==> src/logic/lrc_map.vh <==
// Purpose: Register offsets, field positions, reset values and timing counts
// Assumes: 50 MHz reference clock
// Notes: Offsets are register indices on the device's own register port
`ifndef LRC_MAP_VH
`define LRC_MAP_VH
`define LRC_OFS_RESULT 8'h00
`define LRC_OFS_CONFIG 8'h01
`define LRC_RESULT_RST 16'h0000
`define LRC_CONFIG_RST 16'hC810
`define LRC_F_RANGE_HI 15
`define LRC_F_RANGE_LO 12
`define LRC_F_SPAN 11
`define LRC_F_MODE_HI 10
`define LRC_F_MODE_LO 9
`define LRC_F_OVF 8
`define LRC_F_CRF 7
`define LRC_F_FH 6
`define LRC_F_FL 5
`define LRC_F_LATCH 4
`define LRC_F_POL 3
`define LRC_F_ME 2
`define LRC_F_FC_HI 1
`define LRC_F_FC_LO 0
`define LRC_RANGE_AUTO 4'hC
`define LRC_EXP_MAX 4'hB
`define LRC_MODE_OFF 2'h0
`define LRC_MODE_SINGLE 2'h1
`define LRC_CLK_HZ 50000000
`define LRC_SHORT_MS 100
`define LRC_LONG_MS 800
`define LRC_SHORT_CYC ((`LRC_CLK_HZ / 1000) * `LRC_SHORT_MS)
`define LRC_LONG_CYC ((`LRC_CLK_HZ / 1000) * `LRC_LONG_MS)
`define LRC_MANT_FULL 12'hFFF
`define LRC_MANT_HALF 12'h7FF
`endif

==> src/logic/lrc_range_pick.v <==
// Purpose: Choose the exponent for a finished conversion
// Assumes: Raw sample is an unscaled count at the finest range
// Notes: Combinational; exponent never above the top code
`timescale 1ns/1ps
`include "lrc_map.vh"
module lrc_range_pick (
  input wire [3:0] i_range_sel,
  input wire [23:0] i_raw,
  output reg [3:0] o_exp,
  output reg [11:0] o_mant,
  output reg o_ovf
);
  integer k;
  reg [3:0] e;
  reg [23:0] sh;
  always @* begin
    e = 4'h0;
    sh = 24'h000000;
    o_ovf = 1'b0;
    if (i_range_sel >= `LRC_RANGE_AUTO) begin
      // Smallest exponent whose mantissa fits
      e = `LRC_EXP_MAX;
      for (k = 11; k >= 0; k = k - 1) begin
        if ((i_raw >> k) <= {12'h000, `LRC_MANT_FULL}) begin
          e = k[3:0];
        end
      end
    end else if (i_range_sel > `LRC_EXP_MAX) begin
      e = `LRC_EXP_MAX; // [RULE_14]
    end else begin
      e = i_range_sel;
    end
    sh = i_raw >> e;
    if (sh > {12'h000, `LRC_MANT_FULL}) begin
      o_ovf = 1'b1;
      o_mant = `LRC_MANT_FULL; // [RULE_03]
    end else begin
      o_mant = sh[11:0]; // [RULE_03]
    end
    o_exp = e; // [RULE_04] [RULE_14]
  end
endmodule

==> src/logic/lrc_light_regs.v <==
// Purpose: Result and configuration registers of a light sensor readout
// Assumes: Register port is a simple word strobe interface from the serial slave
// Notes: Conversion length set by the span bit; raw sample taken at the end
//
// Functional notes
// RULE_01: Result holds exponent in bits 15:12, mantissa in bits 11:0.
// RULE_02: Result always shows the latest completed conversion.
// RULE_03: Mantissa is unsigned binary from zero to full scale.
// RULE_04: Exponents 0 to 11 double range from 40.95 lux, LSB 0.01 lux.
// RULE_05: Host computes lux as 0.01 times two to exponent times mantissa.
// RULE_06: Mask bit with manual range below 1100b reads exponent as zero.
// RULE_07: Configuration register at 01h resets to C810h.
// RULE_08: Any configuration write aborts a running conversion at once.
// RULE_09: If new settings ask for conversion, a fresh one starts.
// RULE_10: Configuration holds eleven fields, status bits 8 to 5 read-only.
// RULE_11: Mode 00 off, 01 single-shot, 1x continuous; single returns to 00.
// RULE_12: Range 1100b selects automatic ranging; 1101b-1111b reserved.
// RULE_13: Span bit clear gives 100 ms conversion, set gives 800 ms.
// RULE_14: Exponent codes above 1011b never reach the result register.
`timescale 1ns/1ps
`include "lrc_map.vh"
module lrc_light_regs #(
  parameter SHORT_CYC = `LRC_SHORT_CYC,
  parameter LONG_CYC = `LRC_LONG_CYC
) (
  input wire i_ref_clk,
  input wire i_rst,
  input wire [7:0] i_reg_addr,
  input wire i_reg_wr,
  input wire i_reg_rd,
  input wire [15:0] i_reg_wdata,
  output reg [15:0] o_reg_rdata,
  output reg o_reg_ack,
  input wire [23:0] i_light_raw,
  input wire i_high_limit_hit,
  input wire i_low_limit_hit,
  output wire o_converting,
  output wire o_conv_done
);
  localparam ST_IDLE = 1'b0;
  localparam ST_CONV = 1'b1;

  // ----------------------------------------
  // Registers
  // ----------------------------------------
  reg state_reg, state_next;
  reg [31:0] cnt_reg, cnt_next;
  reg [15:0] result_reg, result_next;
  reg [3:0] full_scale_range_sel_reg;
  reg integration_span_reg;
  reg [1:0] mode_reg, mode_next;
  reg overflow_flag_reg, overflow_flag_next;
  reg conv_ready_flag_reg, conv_ready_flag_next;
  reg high_limit_flag_reg, high_limit_flag_next;
  reg low_limit_flag_reg, low_limit_flag_next;
  reg [4:0] low_ctl_reg;
  reg done_reg;

  // ----------------------------------------
  // Field decode
  // ----------------------------------------
  wire [3:0] pick_exp;
  wire [11:0] pick_mant;
  wire pick_ovf;
  wire cfg_wr = i_reg_wr && (i_reg_addr == `LRC_OFS_CONFIG);
  wire [1:0] wmode = i_reg_wdata[`LRC_F_MODE_HI:`LRC_F_MODE_LO];
  wire wspan = i_reg_wdata[`LRC_F_SPAN];
  wire exp_mask_en = low_ctl_reg[`LRC_F_ME];
  wire [31:0] span_cyc = integration_span_reg ? LONG_CYC : SHORT_CYC; // [RULE_13]
  wire [31:0] wspan_cyc = wspan ? LONG_CYC : SHORT_CYC; // [RULE_13]
  wire [3:0] res_exp;
  wire [15:0] cfg_rst = `LRC_CONFIG_RST;
  wire [15:0] cfg_word;

  lrc_range_pick u_pick (
    .i_range_sel(full_scale_range_sel_reg), // [RULE_12]
    .i_raw(i_light_raw),
    .o_exp(pick_exp),
    .o_mant(pick_mant),
    .o_ovf(pick_ovf)
  );

  // ----------------------------------------
  // Conversion sequencer
  // ----------------------------------------
  always @* begin
    state_next = state_reg;
    cnt_next = cnt_reg;
    result_next = result_reg;
    mode_next = mode_reg;
    overflow_flag_next = overflow_flag_reg;
    conv_ready_flag_next = conv_ready_flag_reg;
    high_limit_flag_next = high_limit_flag_reg;
    low_limit_flag_next = low_limit_flag_reg;
    case (state_reg)
      ST_IDLE: begin
        if (mode_reg != `LRC_MODE_OFF) begin
          state_next = ST_CONV;
          cnt_next = span_cyc - 32'h00000001;
        end
      end
      ST_CONV: begin
        if (cnt_reg == 32'h00000000) begin
          result_next = {pick_exp, pick_mant}; // [RULE_01] [RULE_02]
          overflow_flag_next = pick_ovf;
          conv_ready_flag_next = 1'b1;
          high_limit_flag_next = high_limit_flag_reg | i_high_limit_hit;
          low_limit_flag_next = low_limit_flag_reg | i_low_limit_hit;
          if (mode_reg == `LRC_MODE_SINGLE) begin
            mode_next = `LRC_MODE_OFF; // [RULE_11]
            state_next = ST_IDLE;
          end else begin
            cnt_next = span_cyc - 32'h00000001; // [RULE_11]
          end
        end else begin
          cnt_next = cnt_reg - 32'h00000001;
        end
      end
      default: begin
        state_next = ST_IDLE;
      end
    endcase
    if (cfg_wr) begin
      mode_next = wmode; // [RULE_10]
      if (wmode != `LRC_MODE_OFF) begin
        state_next = ST_CONV; // [RULE_09]
        cnt_next = wspan_cyc - 32'h00000001;
      end else begin
        state_next = ST_IDLE; // [RULE_08]
      end
    end
    if (i_reg_rd && (i_reg_addr == `LRC_OFS_CONFIG)) begin
      conv_ready_flag_next = (state_reg == ST_CONV) && (cnt_reg == 32'h00000000);
    end
  end

  always @(posedge i_ref_clk) begin
    if (i_rst) begin
      state_reg <= ST_IDLE;
      cnt_reg <= 32'h00000000;
      result_reg <= `LRC_RESULT_RST;
      full_scale_range_sel_reg <= cfg_rst[`LRC_F_RANGE_HI:`LRC_F_RANGE_LO]; // [RULE_07] [RULE_12]
      integration_span_reg <= cfg_rst[`LRC_F_SPAN];
      mode_reg <= cfg_rst[`LRC_F_MODE_HI:`LRC_F_MODE_LO];
      overflow_flag_reg <= 1'b0;
      conv_ready_flag_reg <= 1'b0;
      high_limit_flag_reg <= 1'b0;
      low_limit_flag_reg <= 1'b0;
      low_ctl_reg <= cfg_rst[`LRC_F_LATCH:`LRC_F_FC_LO]; // [RULE_07]
      done_reg <= 1'b0;
    end else begin
      state_reg <= state_next;
      cnt_reg <= cnt_next;
      result_reg <= result_next;
      mode_reg <= mode_next;
      overflow_flag_reg <= overflow_flag_next;
      conv_ready_flag_reg <= conv_ready_flag_next;
      high_limit_flag_reg <= high_limit_flag_next;
      low_limit_flag_reg <= low_limit_flag_next;
      done_reg <= (state_reg == ST_CONV) && (cnt_reg == 32'h00000000) && !cfg_wr;
      if (cfg_wr) begin
        full_scale_range_sel_reg <= i_reg_wdata[`LRC_F_RANGE_HI:`LRC_F_RANGE_LO]; // [RULE_10]
        integration_span_reg <= wspan; // [RULE_10]
        low_ctl_reg <= i_reg_wdata[`LRC_F_LATCH:`LRC_F_FC_LO]; // [RULE_10]
      end
    end
  end

  // ----------------------------------------
  // Read path
  // ----------------------------------------
  assign res_exp = (exp_mask_en && (full_scale_range_sel_reg < `LRC_RANGE_AUTO)) ?
    4'h0 : result_reg[15:12]; // [RULE_06]

  // Status bits 8 to 5 come from the sequencer, never from a write
  assign cfg_word = {
    full_scale_range_sel_reg,
    integration_span_reg,
    mode_reg,
    overflow_flag_reg,
    conv_ready_flag_reg,
    high_limit_flag_reg,
    low_limit_flag_reg,
    low_ctl_reg
  }; // [RULE_10]

  always @(posedge i_ref_clk) begin
    if (i_rst) begin
      o_reg_rdata <= 16'h0000;
      o_reg_ack <= 1'b0;
    end else begin
      o_reg_ack <= i_reg_rd | i_reg_wr;
      if (i_reg_rd) begin
        case (i_reg_addr)
          `LRC_OFS_RESULT: o_reg_rdata <= {res_exp, result_reg[11:0]}; // [RULE_01]
          `LRC_OFS_CONFIG: o_reg_rdata <= cfg_word; // [RULE_10]
          default: o_reg_rdata <= 16'h0000;
        endcase
      end
    end
  end

  // ----------------------------------------
  // Status outputs
  // ----------------------------------------
  assign o_converting = (state_reg == ST_CONV);
  assign o_conv_done = done_reg;
endmodule

==> config.mk <==
export PLATFORM = sky130hd
export DESIGN_NAME = lrc_light_regs
export DESIGN_NICKNAME = d
export VERILOG_FILES = /design/src/logic/lrc_range_pick.v /design/src/logic/lrc_light_regs.v
export VERILOG_INCLUDE_DIRS = /design/src /design/src/logic
export SDC_FILE = /design/constraint.sdc
export NUM_CORES = 1
export LEC_CHECK = 0
export BUFFER_PORTS_ARGS = -buffer_cell sky130_fd_sc_hd__buf_2
export CORE_AREA = 2 2 154 126
export DETAILED_ROUTE_END_ITERATION = 6
export DIE_AREA = 0 0 156 128
export GPL_TIMING_DRIVEN = 0
export HOLD_SLACK_MARGIN = 0.1
export SYNTH_ARGS = -nofsm -noshare
export SYNTH_HDL_FRONTEND = slang
export SYNTH_SLANG_ARGS = --single-unit
==> constraint.sdc <==
create_clock -name i_ref_clk -period 2.77 [get_ports i_ref_clk]
set_input_delay 0.277 -clock i_ref_clk [delete_from_list [all_inputs] [get_ports i_ref_clk]]
set_output_delay 0.277 -clock i_ref_clk [all_outputs]
set_load 0.005 [all_outputs]
==> qor.txt, run 1 <==
====================================================================================
Status                                                                     completed
Cell area after layout                                                    6890 sq um
Antenna violations before repair                                                   0
FF+latch count, synth                                                             83
All-layer global routing usage                                                 18.5%
1st-pass router iterations                                                         5
Final routed DRC violation total                                                   0
Final Net Count                                                                  866
Footprint of the multi-input gates                                        3840 sq um
First DRT Iteration DRCs                                                         527
Startpoint class of the critical path                                     input port
Total number of placement rows                                                    45
Insertion delay to the later sink of the worst-skew pair                      360 ps
Sequential standard cell area                                             1670 sq um
Maximum level of the CTS H-tree                                                    3
Kind of end point of the critical path                                      register
Average detailed-routed wire length per instance                        17.4 microns
Power after layout                                                           3120 uW
Share of the core filled with cells in the final layout                        37.2%
Data arrival time of the critical path                                       2960 ps
Die Width                                                                156 microns
Worst Tran Pin Value                                                          820 ps
Aggregate routed wire length                                            18300 microns
Height of the chip                                                       128 microns
Proportion of synthesized flip-flops having asynchronous set or reset             0%
Netlist Area Pre-Place                                                    5450 sq um
Number of buffers on the longest clock path                                        2
Number of cells in the design after placement                                   1017
Sink Count                                                                        83
Synthesized netlist net count                                                    770
Hold Fails Final Rpt                                                               0
Required time of the critical path                                           3010 ps
Pin count of the biggest net entering global routing                              17
PwrDens                                                                  452 nW/um^2
Library cell used as clock root buffer                                  sky130_fd_sc_hd__clkbuf_16
Fraction of final layout cells sized beyond drive strength 1                   24.3%
Filler cell count in the final layout                                           1886
Inserted Clock Buffers                                                             9
Final Non-Filler Cells                                                          1051
Area of the die                                                          20000 sq um
Synth Instances                                                                  714
Routed via count                                                                5850
Worst-path maximum fanout                                                          8
Average via count per standard cell                                             5.57
Leak Pwr                                                                  0.00271 uW
Unrepaired setup endpoints after global routing                                 true
Post-synthesis sequential area ratio                                           30.5%
Count of buffers from port buffering                                              68
Remaining antenna violation count after routing                                    0
Cell area reported after detailed placement                               6080 sq um
Final critical path time including I/O delays and setup                      2720 ps
Via count of the first global-routing pass                                      5307
Maximum clock frequency                                                      368 MHz
Remaining Overflow, GRT                                                            0
Global placer's final weighted congestion                                      0.933
Detailed placement HPWL                                                 13100 microns
Number of flops mapped to enable cells by yosys                                    0
Worst hold-check slack                                                        133 ps
Count of hold buffers inserted by post-cts repair                                  0
Leading register cell type out of synthesis                             sky130_fd_sc_hd__dfxtp_1
Yosys Warn Count                                                                   0
Final cycle utilization of the critical path                                   98.2%
Library cells used by synthesis                                                   80
Final setup violating endpoints                                                    0
Global-route wire length before repair                                  29200 microns
Clock slew seen by the registers of the worst setup and hold paths             70 ps
Final clock skew                                                             11.5 ps
Maximum resistive drop on vdd                                                 311 uV
I/O Pins                                                                          73
Area growth from synthesis to layout                                           26.4%
Class of the tightest hold or removal check                                   in2reg
Count of max-cap constraint violations                                             0
Initial Utilization                                                            29.4%
Max FFs per register                                                              32
Final Slew Violations                                                              0
Remaining max-slew budget at the tightest pin                                  45.1%
Core area                                                                18500 sq um
TritonCTS clock tree                                                             yes
Syn_area_per_cell                                                         7.63 sq um
CP Class                                                                      in2reg
====================================================================================
-- layer usage --
layer | up-vias | share of wire [%] | track usage (%)
met1 | 2753 | 51 | 29.0
met3 | 28 | 8.2 | 4.50
met5 | - | 0 | 0
met4 | 0 | 1.6 | 4.70
met2 | 243 | 39 | 24.5
li1 | 2826 | - | -
-- final cells by class --
type | count | area share (%)
clock buffers | 9 | 3.27
well taps | 235 | 4.27
clock inverters | 7 | 1.58
repair buffers | 89 | 7.52
plain buffers | 43 | 3.03
multi-input cells | 576 | 55.7
inverters | 8 | 0.436
diodes | 1 | 0.0363
flip-flops and latches | 83 | 24.2
-- path summary, 6_finish.rpt --
check | from | endpoint | slack [ps] | cells past startpoint
max | i_light_raw[23] | result_reg[4]$_SDFFE_PP0P_ | 50 | 11
min | i_reg_wdata[15] | full_scale_range_sel_reg[3]$_SDFFE_PP1P_ | 130 | 3
max reg2reg | full_scale_range_sel_reg[3]$_SDFFE_PP1P_ | result_reg[4]$_SDFFE_PP0P_ | 70 | 9
min reg2reg | cnt_reg[23]$_SDFF_PP0_ | cnt_reg[23]$_SDFF_PP0_ | 440 | 1
-- power breakdown --
part           total, uW  switching (uW)  internal, uW
Sequential          1200            5.52          1200
Combinational        548             321           227
Clock               1360             556           809
-- synth_stat cells, drive strengths merged (3+ instances only) --
cell type / n / area share (%)
a211o: 4 / 0.64
a211oi: 4 / 0.55
a21boi: 4 / 0.55
a21o: 5 / 0.69
a21oi: 76 / 7.0
a221o: 3 / 0.55
a221oi: 3 / 0.48
a22oi: 5 / 0.69
a31o: 3 / 0.48
a31oi: 11 / 1.3
a32o: 3 / 0.55
a32oi: 6 / 0.96
and2: 6 / 0.69
and3: 5 / 0.57
buf: 14 / 1.4
clkbuf: 33 / 2.3
dfxtp: 83 / 30
inv: 8 / 0.55
mux2: 20 / 4.1
mux2i: 23 / 4.2
nand2: 84 / 5.8
nand2b: 11 / 1.3
nand3: 23 / 2.1
nand3b: 12 / 1.7
nand4: 3 / 0.34
nor2: 83 / 5.7
nor2b: 15 / 1.7
nor3: 18 / 1.7
nor4: 16 / 2.8
o21a: 3 / 0.41
o21ai: 41 / 4.0
o22ai: 4 / 0.46
o31a: 5 / 0.80
o41ai: 6 / 0.96
or2: 4 / 0.46
or3: 10 / 1.2
or4: 6 / 0.83
xnor2: 4 / 0.64
xor2: 9 / 1.4
-- per-stage QoR --
stage | TNS [ps] | setup WS, ps
after floorplan | 0 | 168
after global placement | -8600 | -476
after detailed placement | -8870 | -448
after CTS | 0 | 2.05
after global routing | -155 | -29.3
final | 0 | 50.1
-- cell families (layout without fill, tap and decap cells) --
logic type / after synthesis / in the layout / synth area share, %
xor gates and xnor gates: 13 / 13 / 2.09
adders and majority gates: 2 / 2 / 0.459
buffers and inverters: 55 / 156 / 4.25
AOI/OAI and AO/OA: 216 / 216 / 26.3
other: 0 / 1 / 0
muxes: 43 / 43 / 8.36
and+or+nand+nor: 302 / 302 / 28.0
DFF: 83 / 83 / 30.5
-- timing repair --
action	4_1_cts	5_1_grt
pin swaps	2	10
setup buffers	10	10
endpoints found under the setup margin	27	47
endpoints found under the hold margin	0	0
gates cloned	1	0
resized for setup	22	55
-- worst max-delay path, stage by stage --
cell	delay (ps)
sky130_fd_sc_hd__buf_2	150
sky130_fd_sc_hd__or3_1	370
sky130_fd_sc_hd__buf_2	180
sky130_fd_sc_hd__nor4_4	320
sky130_fd_sc_hd__a211o_1	270
sky130_fd_sc_hd__nand2_4	130
sky130_fd_sc_hd__mux2i_4	220
sky130_fd_sc_hd__o32a_1	400
sky130_fd_sc_hd__nor4_4	360
sky130_fd_sc_hd__buf_4	200
sky130_fd_sc_hd__a21oi_1	60
-- layout by cell type, fill, tap and decap left out, types with 4 or more instances in the layout --
cell type,instances
sky130_fd_sc_hd__xor2_1,9
sky130_fd_sc_hd__a22oi_1,5
sky130_fd_sc_hd__a31oi_1,11
sky130_fd_sc_hd__nand3b_1,12
sky130_fd_sc_hd__nor4_1,7
sky130_fd_sc_hd__o31a_1,5
sky130_fd_sc_hd__dfxtp_1,79
sky130_fd_sc_hd__o21ai_1,4
sky130_fd_sc_hd__o21ai_0,36
sky130_fd_sc_hd__and2_1,5
sky130_fd_sc_hd__nor4_4,7
sky130_fd_sc_hd__clkbuf_1,28
sky130_fd_sc_hd__buf_2,74
sky130_fd_sc_hd__mux2_2,20
sky130_fd_sc_hd__nor2_1,82
sky130_fd_sc_hd__or3_1,7
sky130_fd_sc_hd__a32oi_1,6
sky130_fd_sc_hd__xnor2_1,4
sky130_fd_sc_hd__nand2b_1,11
sky130_fd_sc_hd__buf_6,4
sky130_fd_sc_hd__inv_1,8
sky130_fd_sc_hd__nand3_1,21
sky130_fd_sc_hd__o41ai_1,5
sky130_fd_sc_hd__buf_4,20
sky130_fd_sc_hd__nor3_1,16
sky130_fd_sc_hd__mux2i_1,20
sky130_fd_sc_hd__a211o_1,4
sky130_fd_sc_hd__dfxtp_2,4
sky130_fd_sc_hd__and3_1,5
sky130_fd_sc_hd__nand2_1,81
sky130_fd_sc_hd__clkbuf_16,9
sky130_fd_sc_hd__a21oi_1,72
sky130_fd_sc_hd__nor2b_1,15
(Power assumes the default switching activity.)
==> run 2, diff against run 1 <==
- SLEW_MARGIN: default -> 20
- clock period: 2.77 -> 2.93 ns (I/O delays scaled with it)
==> run 2 against run 1 <==
Effect of this change: cell count fell by 0.95%; clock power shrank 5%; sequential share of layout area is 0.79 points higher; setup slack improved by 25 ps; critical path type unchanged.
==> qor.txt, run 2 (same netlist as run 1, synthesis figures left out) <==
=================================================================================
Insertion delay to the later sink of the worst-skew pair                   360 ps
Sequential standard cell area                                          1660 sq um
Worst-path maximum fanout                                                       8
Initial Utilization                                                         29.4%
CP cell instances                                                    buf_2, or3_1, buf_2, nor4_2, a211o_1, nand2_2, mux2i_2, o32a_1, nor4_4, buf_2, a21oi_1
Footprint of the multi-input gates                                     3700 sq um
Final Slew Violations                                                           0
Global-route wire length before repair                               28900 microns
Startpoint class of the critical path                                  input port
Height of the chip                                                    128 microns
Die Width                                                             156 microns
Critical Path Most Common Cell                                       sky130_fd_sc_hd__buf_2
Number of buffers on the longest clock path                                     2
Core area                                                             18500 sq um
Inserted Clock Buffers                                                          9
Flop2flop setup slack                                                       80 ps
CP Buf/Inv Count                                                                3
Top delay family on crit path                                        simple AND/OR/NAND/NOR gates
Max FFs per register                                                           32
I/O Pins                                                                       73
Count of buffers from port buffering                                           68
Average detailed-routed wire length per instance                     17.2 microns
Pin count of the biggest net entering global routing                           17
Worst path setup slack after routing                                      75.3 ps
Required time of the critical path                                        3170 ps
Cell area after layout                                                 6650 sq um
Data arrival time of the critical path                                    3100 ps
PwrDens                                                               436 nW/um^2
Final clock skew                                                          11.2 ps
Remaining max-slew budget at the tightest pin                               41.8%
Detailed placement HPWL                                              13100 microns
Worst Setup Slack post-DPL                                                -304 ps
Average via count per standard cell                                          5.49
Count of max-cap constraint violations                                          0
Maximum clock frequency                                                   350 MHz
Aggregate routed wire length                                         17900 microns
1st-pass router iterations                                                      6
Routed via count                                                             5718
Crit-path slowest cell                                               sky130_fd_sc_hd__o32a_1
Remaining antenna violation count after routing                                 0
Fraction of final layout cells sized beyond drive strength 1                21.1%
Library cell used as clock root buffer                               sky130_fd_sc_hd__clkbuf_16
TritonCTS clock tree                                                          yes
Final setup violating endpoints                                                 0
Final routed DRC violation total                                                0
Worst Tran Pin Value                                                       870 ps
Sink Count                                                                     83
Remaining Overflow, GRT                                                         0
Critical path's largest stage delay                                        450 ps
Count of hold buffers inserted by post-cts repair                               0
Status                                                                  completed
CP Class                                                                   in2reg
All-layer global routing usage                                              18.3%
Diode count                                                                     0
Filler cell count in the final layout                                        1928
Global placer's final weighted congestion                                   0.933
Hold Fails Final Rpt                                                            0
Maximum resistive drop on vdd                                              292 uV
Kind of end point of the critical path                                   register
Class of the tightest hold or removal check                                in2reg
Highest-count cells in the layout ignoring fill and taps             83 x sky130_fd_sc_hd__dfxtp_1, 82 x sky130_fd_sc_hd__nand2_1, 81 x sky130_fd_sc_hd__nor2_1, 75 x sky130_fd_sc_hd__buf_2, 73 x sky130_fd_sc_hd__a21oi_1
First DRT Iteration DRCs                                                      581
Maximum level of the CTS H-tree                                                 3
Final Net Count                                                               857
Final critical path time including I/O delays and setup                   2850 ps
Clock slew seen by the registers of the worst setup and hold paths          70 ps
Antenna violations before repair                                                0
Share of the core filled with cells in the final layout                     35.9%
Leading cell type in the layout, fill and taps excluded              sky130_fd_sc_hd__dfxtp_1
Via count of the first global-routing pass                                   5259
Area growth from synthesis to layout                                        22.0%
Area of the die                                                       20000 sq um
Final cycle utilization of the critical path                                97.4%
Total number of placement rows                                                 45
Cell area reported after detailed placement                            6080 sq um
Unrepaired setup endpoints after global routing                              true
Leak Pwr                                                               0.00260 uW
=================================================================================
==> run 2: worst min-delay path, cell delays in order <==
cell	delay, ps
sky130_fd_sc_hd__buf_2	70
sky130_fd_sc_hd__nand2_1	40
sky130_fd_sc_hd__nand3b_1	70
==> run 2: repair_timing <==
item                                    CTS  global route
pin swaps                                 2             5
endpoints found under the setup margin   17            36
buffers inserted                          4             4
gates resized for setup                   4            35
hold endpoints to repair                  0             0
cloned                                    0             1
==> run 2: area by class of cell <==
| cell class | count | area share (%) |
|---|---|---|
| Buffer | 46 | 3.31 |
| Timing Repair Buffer | 77 | 6.15 |
| Multi-Input combinational cell | 576 | 55.7 |
| Tap cell | 235 | 4.42 |
| Clock buffer | 9 | 3.39 |
| Sequential cell | 83 | 25.0 |
| Clock inverter | 7 | 1.64 |
| Inverter | 8 | 0.451 |
==> run 2: worst paths after layout <==
| path | start | to | cells past startpoint |
|---|---|---|---|
| max | i_light_raw[23] | result_reg[4]$_SDFFE_PP0P_ | 11 |
| min | i_reg_wdata[15] | full_scale_range_sel_reg[3]$_SDFFE_PP1P_ | 3 |
| max reg2reg | cnt_reg[23]$_SDFF_PP0_ | result_reg[4]$_SDFFE_PP0P_ | 11 |
| min reg2reg | low_ctl_reg[1]$_SDFFE_PP0P_ | low_ctl_reg[1]$_SDFFE_PP0P_ | 2 |
==> run 2: routing by layer <==
layer,global-route usage [%],share of wire [%]
met2,24.3,39
met3,4.29,7.1
met5,0,0
met4,4.86,1.1
met1,28.7,53
==> run 2: metrics by stage <==
step	hold WS (ps)	total power [uW]	setup TNS [ps]	std cells
after detailed placement	452	1580	-4290	1017
after global routing	154	3010	-193	1041
final	149	2900	0	1041
after CTS	140	2880	0	1037
after floorplan	409	1450	0	714
after global placement	443	1580	-4160	1017
==> run 2: power by group <==
group,leakage [uW],switching (uW),internal (uW)
combinational,0.00176,287,184
clock,0.000164,525,765
sequential,0.000669,4.87,1130
total,0.00260,817,2080
